--- config.mk ---
export PLATFORM = sky130hd
export DESIGN_NAME = pause_frame_match_regs
export DESIGN_NICKNAME = d
export VERILOG_FILES = /design/src/pause_match_pkg.sv /design/src/pause_frame_match_regs.sv /design/src/rx_frame_matcher.sv
export SDC_FILE = /design/constraint.sdc
export NUM_CORES = 1
export LEC_CHECK = 0
export ABC_AREA = 1
export BUFFER_PORTS_ARGS = -buffer_cell sky130_fd_sc_hd__buf_4
export CORE_MARGIN = 4
export CORE_UTILIZATION = 61
export CTS_CLUSTER_DIAMETER = 120
export CTS_CLUSTER_SIZE = 28
export DETAILED_ROUTE_END_ITERATION = 12
export GPL_ROUTABILITY_DRIVEN = 0
export PLACE_DENSITY = 0.88
export SYNTH_ARGS = -nofsm -noshare
export SYNTH_HDL_FRONTEND = slang
export SYNTH_SLANG_ARGS = --single-unit
--- constraint.sdc ---
create_clock -name i_clk -period 23.4 [get_ports i_clk]
set_input_delay 1.17 -clock i_clk [delete_from_list [all_inputs] [get_ports i_clk]]
set_output_delay 1.17 -clock i_clk [all_outputs]
set_load 0.05 [all_outputs]
--- src/pause_match_pkg.sv ---
// shared constants, field layouts and carrier types for the pause and vlan match block
package pause_match_pkg;

	// ==========================================
	// register map, byte addresses on the host port
	localparam int REG_ADDR_W = 9;
	localparam logic [8:0] FC_ADDR_LOW_OFS = 9'h028;
	localparam logic [8:0] FC_ADDR_HIGH_OFS = 9'h02C;
	localparam logic [8:0] FC_ETHERTYPE_OFS = 9'h030;
	localparam logic [8:0] VLAN_ETHERTYPE_OFS = 9'h038;
	localparam logic [8:0] PAUSE_TIME_OFS = 9'h170;

	// ==========================================
	// field layouts and reset values
	localparam int FIELD_W = 16;
	localparam int LOW_W = 32;
	localparam int MAC_ADDR_W = 48;
	localparam logic [31:0] FC_ADDR_LOW_RST = 32'h0000_0000;
	localparam logic [15:0] FIELD_RST = 16'h0000;
	localparam logic [15:0] RESERVED_ZERO = 16'h0000;
	localparam logic [31:0] WORD_ZERO = 32'h0000_0000;

	// ==========================================
	// frame layout, byte positions counted from the first byte on the wire
	localparam int BYTE_IDX_W = 5;
	localparam logic [4:0] DA_LAST_IDX = 5'h05;
	localparam logic [4:0] SA_FIRST_IDX = 5'h06;
	localparam logic [4:0] TYPE_HI_IDX = 5'h0C;
	localparam logic [4:0] TYPE_LO_IDX = 5'h0D;
	localparam logic [4:0] OPCODE_HI_IDX = 5'h0E;
	localparam logic [4:0] OPCODE_LO_IDX = 5'h0F;
	localparam logic [4:0] TIME_HI_IDX = 5'h10;
	localparam logic [4:0] PAUSE_LAST_IDX = 5'h11;
	localparam logic [4:0] VLAN_LAST_IDX = 5'h03;
	localparam logic [4:0] IDX_SATURATE = 5'h1F;
	localparam logic [4:0] IDX_ONE = 5'h01;
	localparam logic [15:0] PAUSE_OPCODE = 16'h0001;

	// ==========================================
	// one pause slot is the time of 64 bytes
	localparam int PAUSE_SLOT_BYTES = 64;
	localparam int SLOT_SHIFT = $clog2(PAUSE_SLOT_BYTES);
	localparam int BYTE_TIMES_W = FIELD_W + SLOT_SHIFT;

	// ==========================================
	// carriers
	typedef struct packed {
		logic valid;
		logic sof;
		logic [7:0] data;
	} rx_beat_t;

	typedef struct packed {
		logic valid;
		logic last;
		logic [7:0] data;
	} tx_beat_t;

	typedef enum logic [2:0] {
		TX_IDLE = 3'b001,
		TX_PAUSE = 3'b010,
		TX_VLAN = 3'b100
	} tx_state_t;

endpackage

--- src/pause_frame_match_regs.sv ---
// flow control address, ethertype and pause time registers with frame match and header insertion
module pause_frame_match_regs #(
	parameter int IDX_W = pause_match_pkg::BYTE_IDX_W
) (
	input wire logic i_clk,
	input wire logic i_reset_n,
	input wire logic [8:0] i_reg_addr,
	input wire logic i_reg_wr,
	input wire logic i_reg_rd,
	input wire logic i_reg_wide,
	input wire logic [63:0] i_reg_wdata,
	output logic [63:0] o_reg_rdata,
	output logic o_reg_ack,
	input wire pause_match_pkg::rx_beat_t i_rx,
	output logic o_rx_pause_hit,
	output logic o_rx_vlan_hit,
	input wire logic [47:0] i_station_addr,
	input wire logic i_tx_pause_req,
	input wire logic i_tx_vlan_req,
	input wire logic [15:0] i_vlan_tci,
	input wire logic i_tx_ready,
	output pause_match_pkg::tx_beat_t o_tx,
	output logic o_tx_busy,
	output logic [21:0] o_pause_byte_times
);

	// ==========================================
	// elaboration checks
	if (IDX_W != pause_match_pkg::BYTE_IDX_W) begin : g_bad_idx
		$error("byte index width must match the frame layout");
	end

	// ==========================================
	// reset release, asynchronous assert, clocked release
	logic rst_meta, rst_n;

	always_ff @(posedge i_clk or negedge i_reset_n) begin
		if (!i_reset_n) begin
			rst_meta <= 1'b0;
			rst_n <= 1'b0;
		end else begin
			rst_meta <= 1'b1;
			rst_n <= rst_meta;
		end
	end

	// ==========================================
	// host register file
	logic [31:0] fc_addr_low, next_fc_addr_low;
	logic [15:0] fc_addr_high, next_fc_addr_high;
	logic [15:0] fc_type, next_fc_type;
	logic [15:0] vlan_type, next_vlan_type;
	logic [15:0] pause_slot_count, next_pause_slot_count;
	logic [63:0] rdata, next_rdata;
	logic ack, next_ack;
	logic [47:0] fc_addr;

	// address decode shared by reads and writes
	function automatic logic hit(input logic [8:0] a, input logic [8:0] ofs);
		return a == ofs;
	endfunction

	assign fc_addr = {fc_addr_high, fc_addr_low};

	// writes ignore the reserved upper halves, reads return them as zero
	always_comb begin
		next_fc_addr_low = fc_addr_low;
		next_fc_addr_high = fc_addr_high;
		next_fc_type = fc_type;
		next_vlan_type = vlan_type;
		next_pause_slot_count = pause_slot_count;
		next_ack = i_reg_rd | i_reg_wr;
		next_rdata = rdata;
		if (i_reg_wr) begin
			if (hit(i_reg_addr, pause_match_pkg::FC_ADDR_LOW_OFS)) begin
				next_fc_addr_low = i_reg_wdata[31:0];
				if (i_reg_wide) begin
					next_fc_addr_high = i_reg_wdata[47:32];
				end
			end
			if (hit(i_reg_addr, pause_match_pkg::FC_ADDR_HIGH_OFS)) begin
				next_fc_addr_high = i_reg_wdata[15:0];
			end
			if (hit(i_reg_addr, pause_match_pkg::FC_ETHERTYPE_OFS)) begin
				next_fc_type = i_reg_wdata[15:0];
			end
			if (hit(i_reg_addr, pause_match_pkg::VLAN_ETHERTYPE_OFS)) begin
				next_vlan_type = i_reg_wdata[15:0];
			end
			if (hit(i_reg_addr, pause_match_pkg::PAUSE_TIME_OFS)) begin
				next_pause_slot_count = i_reg_wdata[15:0];
			end
		end
		if (i_reg_rd) begin
			// unmapped addresses read as zero
			next_rdata = 64'h0000_0000_0000_0000;
			if (hit(i_reg_addr, pause_match_pkg::FC_ADDR_LOW_OFS)) begin
				next_rdata[31:0] = fc_addr_low;
				if (i_reg_wide) begin
					next_rdata[63:32] = {pause_match_pkg::RESERVED_ZERO, fc_addr_high};
				end
			end
			if (hit(i_reg_addr, pause_match_pkg::FC_ADDR_HIGH_OFS)) begin
				next_rdata[31:0] = {pause_match_pkg::RESERVED_ZERO, fc_addr_high};
			end
			if (hit(i_reg_addr, pause_match_pkg::FC_ETHERTYPE_OFS)) begin
				next_rdata[31:0] = {pause_match_pkg::RESERVED_ZERO, fc_type};
			end
			if (hit(i_reg_addr, pause_match_pkg::VLAN_ETHERTYPE_OFS)) begin
				next_rdata[31:0] = {pause_match_pkg::RESERVED_ZERO, vlan_type};
			end
			if (hit(i_reg_addr, pause_match_pkg::PAUSE_TIME_OFS)) begin
				next_rdata[31:0] = {pause_match_pkg::RESERVED_ZERO, pause_slot_count};
			end
		end
	end

	// register file flops
	always_ff @(posedge i_clk or negedge rst_n) begin
		if (!rst_n) begin
			fc_addr_low <= pause_match_pkg::FC_ADDR_LOW_RST;
			fc_addr_high <= pause_match_pkg::FIELD_RST;
			fc_type <= pause_match_pkg::FIELD_RST;
			vlan_type <= pause_match_pkg::FIELD_RST;
			pause_slot_count <= pause_match_pkg::FIELD_RST;
			rdata <= 64'h0000_0000_0000_0000;
			ack <= 1'b0;
		end else begin
			fc_addr_low <= next_fc_addr_low;
			fc_addr_high <= next_fc_addr_high;
			fc_type <= next_fc_type;
			vlan_type <= next_vlan_type;
			pause_slot_count <= next_pause_slot_count;
			rdata <= next_rdata;
			ack <= next_ack;
		end
	end

	assign o_reg_rdata = rdata;
	assign o_reg_ack = ack;

	// ==========================================
	// receive match
	rx_frame_matcher u_rx_match (
		.i_clk(i_clk),
		.i_rst_n(rst_n),
		.i_rx(i_rx),
		.i_fc_addr(fc_addr),
		.i_fc_type(fc_type),
		.i_vlan_type(vlan_type),
		.o_pause_hit(o_rx_pause_hit),
		.o_vlan_hit(o_rx_vlan_hit)
	);

	// ==========================================
	// transmit header generator
	pause_match_pkg::tx_state_t state, next_state;
	logic [4:0] idx, next_idx;
	logic [47:0] sa_hold, next_sa_hold;
	logic [15:0] time_hold, next_time_hold;
	logic [15:0] tci_hold, next_tci_hold;
	pause_match_pkg::tx_beat_t beat, next_beat;
	logic [21:0] byte_times, next_byte_times;
	logic advance;

	// pause frame byte: addresses low byte first, 16-bit fields high byte first
	function automatic logic [7:0] pause_byte(input logic [4:0] i, input logic [47:0] da,
			input logic [47:0] sa, input logic [15:0] typ, input logic [15:0] tim);
		logic [47:0] s;
		s = 48'h0000_0000_0000;
		if (i <= pause_match_pkg::DA_LAST_IDX) begin
			s = da >> {i, 3'b000};
		end else if (i < pause_match_pkg::TYPE_HI_IDX) begin
			s = sa >> {i - pause_match_pkg::SA_FIRST_IDX, 3'b000};
		end else if (i == pause_match_pkg::TYPE_HI_IDX) begin
			s[7:0] = typ[15:8];
		end else if (i == pause_match_pkg::TYPE_LO_IDX) begin
			s[7:0] = typ[7:0];
		end else if (i == pause_match_pkg::OPCODE_HI_IDX) begin
			s[7:0] = pause_match_pkg::PAUSE_OPCODE[15:8];
		end else if (i == pause_match_pkg::OPCODE_LO_IDX) begin
			s[7:0] = pause_match_pkg::PAUSE_OPCODE[7:0];
		end else if (i == pause_match_pkg::TIME_HI_IDX) begin
			s[7:0] = tim[15:8];
		end else begin
			s[7:0] = tim[7:0];
		end
		return s[7:0];
	endfunction

	// vlan tag byte: tag type then control word, both high byte first
	function automatic logic [7:0] vlan_byte(input logic [4:0] i, input logic [15:0] typ,
			input logic [15:0] tci);
		logic [31:0] tag;
		logic [31:0] s;
		tag = {typ, tci};
		s = tag << {i, 3'b000};
		return s[31:24];
	endfunction

	assign advance = beat.valid & i_tx_ready;

	// a request starts a header from idle; after that the generator only moves when the consumer takes the byte in front
	always_comb begin
		next_state = state;
		next_idx = idx;
		next_sa_hold = sa_hold;
		next_time_hold = time_hold;
		next_tci_hold = tci_hold;
		next_beat = beat;
		next_byte_times = byte_times;
		case (state)
			pause_match_pkg::TX_IDLE: begin
				next_beat.valid = 1'b0;
				if (i_tx_pause_req) begin
					next_state = pause_match_pkg::TX_PAUSE;
					next_idx = 5'h00;
					next_sa_hold = i_station_addr;
					next_time_hold = pause_slot_count;
					next_byte_times = {pause_slot_count, {pause_match_pkg::SLOT_SHIFT{1'b0}}};
					next_beat = '{valid: 1'b1, last: 1'b0,
						data: pause_byte(5'h00, fc_addr, i_station_addr, fc_type,
							pause_slot_count)};
				end else if (i_tx_vlan_req) begin
					next_state = pause_match_pkg::TX_VLAN;
					next_idx = 5'h00;
					next_tci_hold = i_vlan_tci;
					next_beat = '{valid: 1'b1, last: 1'b0,
						data: vlan_byte(5'h00, vlan_type, i_vlan_tci)};
				end
			end
			pause_match_pkg::TX_PAUSE: begin
				if (advance) begin
					if (beat.last) begin
						next_state = pause_match_pkg::TX_IDLE;
						next_beat = '{valid: 1'b0, last: 1'b0, data: 8'h00};
					end else begin
						next_idx = idx + pause_match_pkg::IDX_ONE;
						next_beat = '{valid: 1'b1,
							last: next_idx == pause_match_pkg::PAUSE_LAST_IDX,
							data: pause_byte(next_idx, fc_addr, sa_hold, fc_type,
								time_hold)};
					end
				end
			end
			pause_match_pkg::TX_VLAN: begin
				if (advance) begin
					if (beat.last) begin
						next_state = pause_match_pkg::TX_IDLE;
						next_beat = '{valid: 1'b0, last: 1'b0, data: 8'h00};
					end else begin
						next_idx = idx + pause_match_pkg::IDX_ONE;
						next_beat = '{valid: 1'b1,
							last: next_idx == pause_match_pkg::VLAN_LAST_IDX,
							data: vlan_byte(next_idx, vlan_type, tci_hold)};
					end
				end
			end
			default: begin
				next_state = pause_match_pkg::TX_IDLE;
				next_beat = '{valid: 1'b0, last: 1'b0, data: 8'h00};
			end
		endcase
	end

	// generator flops
	always_ff @(posedge i_clk or negedge rst_n) begin
		if (!rst_n) begin
			state <= pause_match_pkg::TX_IDLE;
			idx <= 5'h00;
			sa_hold <= 48'h0000_0000_0000;
			time_hold <= pause_match_pkg::FIELD_RST;
			tci_hold <= pause_match_pkg::FIELD_RST;
			beat <= '{valid: 1'b0, last: 1'b0, data: 8'h00};
			byte_times <= 22'h00_0000;
		end else begin
			state <= next_state;
			idx <= next_idx;
			sa_hold <= next_sa_hold;
			time_hold <= next_time_hold;
			tci_hold <= next_tci_hold;
			beat <= next_beat;
			byte_times <= next_byte_times;
		end
	end

	assign o_tx = beat;
	assign o_tx_busy = beat.valid;
	assign o_pause_byte_times = byte_times;

	// ==========================================
	// checks
	a_read_ack: assert property (@(posedge i_clk) disable iff (!rst_n)
		(i_reg_rd || i_reg_wr) |=> o_reg_ack)
		else $error("access not acknowledged next cycle");

	a_low_write: assert property (@(posedge i_clk) disable iff (!rst_n)
		(i_reg_wr && i_reg_addr == pause_match_pkg::FC_ADDR_LOW_OFS)
		|=> fc_addr_low == $past(i_reg_wdata[31:0]))
		else $error("low address word not stored whole");

	a_wide_pair: assert property (@(posedge i_clk) disable iff (!rst_n)
		(i_reg_wr && i_reg_wide && i_reg_addr == pause_match_pkg::FC_ADDR_LOW_OFS)
		|=> fc_addr_high == $past(i_reg_wdata[47:32]))
		else $error("wide write missed the high half");

	a_high_reserved: assert property (@(posedge i_clk) disable iff (!rst_n)
		(i_reg_rd && i_reg_addr == pause_match_pkg::FC_ADDR_HIGH_OFS)
		|=> o_reg_rdata[63:16] == 48'h0000_0000_0000)
		else $error("reserved high address bits not zero");

	a_da_first: assert property (@(posedge i_clk) disable iff (!rst_n)
		(state == pause_match_pkg::TX_IDLE && i_tx_pause_req && !i_reg_wr)
		|=> o_tx.valid && o_tx.data == fc_addr_low[7:0])
		else $error("pause frame did not open with lowest address byte");

	a_type_order: assert property (@(posedge i_clk) disable iff (!rst_n)
		(state == pause_match_pkg::TX_PAUSE && idx == pause_match_pkg::TYPE_HI_IDX)
		|-> o_tx.data == fc_type[15:8])
		else $error("flow ethertype high byte not first");

	a_time_copy: assert property (@(posedge i_clk) disable iff (!rst_n)
		(state == pause_match_pkg::TX_IDLE && i_tx_pause_req && !i_reg_wr)
		|=> time_hold == pause_slot_count
		&& o_pause_byte_times == {pause_slot_count, {pause_match_pkg::SLOT_SHIFT{1'b0}}})
		else $error("pause time not captured or scaled");

	a_vlan_order: assert property (@(posedge i_clk) disable iff (!rst_n)
		(state == pause_match_pkg::TX_VLAN && idx == 5'h00) |-> o_tx.data == vlan_type[15:8])
		else $error("vlan ethertype high byte not first");

endmodule

--- src/rx_frame_matcher.sv ---
// receive side comparison of destination address and type field
module rx_frame_matcher (
	input wire logic i_clk,
	input wire logic i_rst_n,
	input wire pause_match_pkg::rx_beat_t i_rx,
	input wire logic [47:0] i_fc_addr,
	input wire logic [15:0] i_fc_type,
	input wire logic [15:0] i_vlan_type,
	output logic o_pause_hit,
	output logic o_vlan_hit
);

	// ==========================================
	// position and match tracking
	logic [4:0] idx, next_idx, cur;
	logic da_ok, next_da_ok;
	logic fc_hi_ok, next_fc_hi_ok;
	logic vlan_hi_ok, next_vlan_hi_ok;
	logic pause_hit, next_pause_hit;
	logic vlan_hit, next_vlan_hit;
	logic da_byte_ok;

	// address bytes are laid on the wire lowest byte first
	function automatic logic [7:0] addr_byte(input logic [47:0] a, input logic [4:0] i);
		logic [47:0] s;
		s = a >> {i, 3'b000};
		return s[7:0];
	endfunction

	// compute next match state for each received byte
	always_comb begin
		cur = i_rx.sof ? 5'h00 : idx;
		next_idx = idx;
		next_da_ok = da_ok;
		next_fc_hi_ok = fc_hi_ok;
		next_vlan_hi_ok = vlan_hi_ok;
		next_pause_hit = 1'b0;
		next_vlan_hit = 1'b0;
		da_byte_ok = i_rx.data == addr_byte(i_fc_addr, cur);
		if (i_rx.valid) begin
			next_idx = (cur == pause_match_pkg::IDX_SATURATE) ? cur : cur + pause_match_pkg::IDX_ONE;
			if (cur == 5'h00) begin
				next_da_ok = da_byte_ok;
			end else if (cur <= pause_match_pkg::DA_LAST_IDX) begin
				next_da_ok = da_ok & da_byte_ok;
			end
			// type field arrives high byte first
			if (cur == pause_match_pkg::TYPE_HI_IDX) begin
				next_fc_hi_ok = i_rx.data == i_fc_type[15:8];
				next_vlan_hi_ok = i_rx.data == i_vlan_type[15:8];
			end
			if (cur == pause_match_pkg::TYPE_LO_IDX) begin
				// both address and type must agree before pausing
				next_pause_hit = da_ok & fc_hi_ok & (i_rx.data == i_fc_type[7:0]);
				next_vlan_hit = vlan_hi_ok & (i_rx.data == i_vlan_type[7:0]);
			end
		end
	end

	// register match state
	always_ff @(posedge i_clk or negedge i_rst_n) begin
		if (!i_rst_n) begin
			idx <= 5'h00;
			da_ok <= 1'b0;
			fc_hi_ok <= 1'b0;
			vlan_hi_ok <= 1'b0;
			pause_hit <= 1'b0;
			vlan_hit <= 1'b0;
		end else begin
			idx <= next_idx;
			da_ok <= next_da_ok;
			fc_hi_ok <= next_fc_hi_ok;
			vlan_hi_ok <= next_vlan_hi_ok;
			pause_hit <= next_pause_hit;
			vlan_hit <= next_vlan_hit;
		end
	end

	assign o_pause_hit = pause_hit;
	assign o_vlan_hit = vlan_hit;

	a_pause_needs_da: assert property (@(posedge i_clk) disable iff (!i_rst_n)
		o_pause_hit |-> $past(da_ok) && $past(fc_hi_ok))
		else $error("pause hit without address and type match");

endmodule

==> results.txt <==
top post-synthesis cells by area - dfrtp_1, nand2_1, o21ai_0
slowest stage cell on the critical path - clkinv_1
worst-margin pin slew - 1130 ps
busiest layer in global routing - met2
detailed router's first-iteration violation count - 1625
worst min-delay path category - reg2async
met1 GRT Util - 0.433
Worst-Skew Late Latency - 490 ps
Period minus WS final - 4320 ps
post-synthesis instance area - 13600 sq um
synthesis warning total - 0
via count of the first global-routing pass - 12323
DRC violations left - 0
detailed-routing iteration count for the pre-antenna-repair pass - 7
max-slew violations - 0
number of buffers inserted during clock tree synthesis - 13
cell type contributing the most total cell area after synthesis - dfrtp_1
CP bufs+invs - 3
GRT Util Overall - 0.322
wire per inst - 19.2 um
CP cell instances - clkinv_1 -> ha_1 -> clkinv_1 -> ha_1 -> nor2_2 -> o21ai_0 -> o22ai_1 -> nand3_1 -> nand2_1 -> inv_1 -> nand2_1 -> nand2_1 -> nand2_1 -> nand2_1 -> nand2_1
Port Buffers - 216
fraction of final layout cells sized beyond drive strength 1 - 0.189
EDFF count, synth - 0
number of nets in the layout - 2010
area of the die - 24800 sq um
static power due to leakage - 7.61 nW
worst endpoint required time - 23840 ps
highest net fanout along the worst path - 29
Global Route met3 Usage - 0.0643
setup slack, reg-to-reg - 19080 ps
max_slew headroom - 0.242
fraction of post-synthesis cell area in the top cell type by area - 0.467
r2r startpoint - idx[0]
cell mode on critical path - nand2_1
fin crit share - 0.185
commonest cells in the synthesized netlist - nand2_1, dfrtp_1, o21ai_0, inv_1, nor2_1
unique cell type count in the Yosys netlist - 49
count of instances resized after the clock tree is built - 0
aggregate global routing overflow - 0
Clock Root Buffer - clkbuf_16
post-synthesis average cell area - 8.03 sq um
fillers - 1646
Setup Skew - 37.4 ps
maximum clock rate - 231 MHz
endpoint type of the worst setup path - flop
Seq/Total Area, Yosys - 0.469
outcome - completed
total clock sinks - 255
Final Util - 0.711
Detailed Route WL - 41000 um
post-CTS clock slew at the launch and capture registers of the worst setup and hold paths - 110 ps
tightest hold margin - 237 ps
number of nets with antenna violations after routing - 0
number of maximum-capacitance violations - 0
starting density of the core - 0.621
clock tree buffer depth - 3
Fin. Hold Viols - 0
first-pass GRT wire length - 63300 um
library cell with the highest instance count after synthesis - nand2_1
hold buffers post-CTS - 0
source of the critical timing path - idx[0]
summed negative setup slack over all endpoints - 0 ps
FF+latch count, synth - 255
RSZ-0062 raised after global routing - no
routed via count - 12905
via density per instance - 6.06
number of logic stages on the critical path including buffering - 15
worst r2r dst - o_tx[2]
placeable core area - 21900 sq um
fraction of synthesis flops using an asynchronous set or reset pin - 1.00
number of cells on the worst reg-to-reg path - 15
met2 usage - 0.508
Top-Level Pins - 255
Worst path max stage delay - 690 ps
half-perimeter wire length of the detailed placement result - 30100 um
number of instances in the synthesized netlist - 1693
H-tree depth - 1
Site Rows - 54
storage element area - 6390 sq um
TritonCTS clock tree - done
data arrival time at the worst-slack endpoint - 4770 ps
largest voltage drop on the vdd net - 74.2 uV
kind of launch point of the worst setup path - flop
setup bufs post-CTS - 0
Crit path max-delay family - adder cells
final-report setup violation count - 0
Die W - 157 um
area growth from synthesis to layout - 14.4%
initial antenna violation count - 0
Power per Cell Area - 90.0 nW/um^2
largest net degree at the start of global routing - 110
crit path to - o_tx[2]
Critical Setup Path Class - reg2reg
dominant synthesized flop cell - dfrtp_1
die height - 157 um
multi-input combinational cell area - 6130 sq um
per-stage QoR:
step           instances  total power [mW]  setup WS [ps]  cell area [sq um]
3_5_place_dp        2110              1.14          19290              15200
2_1_floorplan       1714             0.979          15770              13700
6_report            2130              1.40          19080              15600
3_3_place_gp        2110              1.12          19310              15200
4_1_cts             2129              1.38          19220              15600
5_1_grt             2129              1.47          18760              15600
state kept, by name, indices dropped and copies added, names as in the netlist, 3 cells and up:
register and count:
idx 5, o_tx 9, u_rx_match.idx 5, fc_type 16
tci_hold 16, o_reg_rdata 48, pause_slot_count 16, fc_addr_high 16
fc_addr_low 32, state 3, vlan_type 16, sa_hold 48
time_hold 16
layer usage:
metal  up-vias  wire (um)
met5         -          0
met4         0       2280
li1       5810          -
met1      6034      15200
met2       878      18700
met3       183       4780
worst register-to-register path, stage by stage (launching register included):
cell and delay (ps):
dfrtp_2 370, clkinv_1 690, ha_1 650, clkinv_1 570, ha_1 680, nor2_2 330
o21ai_0 180, o22ai_1 270, nand3_1 110, nand2_1 80, inv_1 50, nand2_1 90
nand2_1 60, nand2_1 50, nand2_1 50, nand2_1 60
area by class of cell:
type	count	share of cell area
diodes	1	0.000161
flip-flops and latches	255	0.410
clock inverters	1	0.00193
inverters	172	0.0416
clock buffers	18	0.0221
repair buffers	223	0.108
well taps	280	0.0225
multi-input cells	1180	0.394
cell families after synthesis:
kind of cell / count (synthesis) / synth area share
AOI/OAI and AO/OA: 391 / 0.157
muxes: 76 / 0.0626
and+or+nand+nor: 658 / 0.200
xor gates and xnor gates: 22 / 0.0142
adders and majority gates: 10 / 0.00920
buffers and inverters: 279 / 0.0867
other: 2 / 0.000552
DFF: 255 / 0.469
cells in the final DEF, fill, tap and decap left out, types with 7 or more instances in the layout:
cell type / instances
dfrtp_1: 252
buf_4: 223
nor3_1: 8
o21ai_1: 33
nand3_1: 72
o21ai_0: 168
nand2_1: 435
clkbuf_16: 13
nor2_1: 104
a211oi_1: 9
a21oi_1: 102
nor4_1: 7
o211ai_1: 18
o22ai_1: 35
conb_1: 23
ha_1: 10
mux2_2: 72
inv_1: 160
nor2_2: 9
xor2_1: 19
a31oi_1: 11
inv_2: 8
how the worst min path moves through the flow:
| stage | to | slack (ps) | from | depth (start not counted) |
|---|---|---|---|---|
| 3_5_place_dp | o_reg_rdata[44] | 240 | rst_n | 0 |
| 4_1_cts | fc_addr_high[10] | 230 | rst_n | 0 |
| 6_report | fc_addr_high[0] | 240 | rst_n | 0 |
| 2_1_floorplan | rst_n | 330 | rst_meta | 0 |
| 3_3_place_gp | o_reg_rdata[44] | 230 | rst_n | 0 |
| 5_1_grt | fc_addr_high[7] | 260 | rst_n | 0 |
power by group:
part / leakage (nW) / internal [mW] / total [mW] / switching (mW)
Combinational: 4.16 / 0.196 / 0.577 / 0.381
Sequential: 3.27 / 0.521 / 0.572 / 0.0505
Clock: 0.178 / 0.107 / 0.252 / 0.146
No activity file was read; power rests on OpenSTA's default activity.
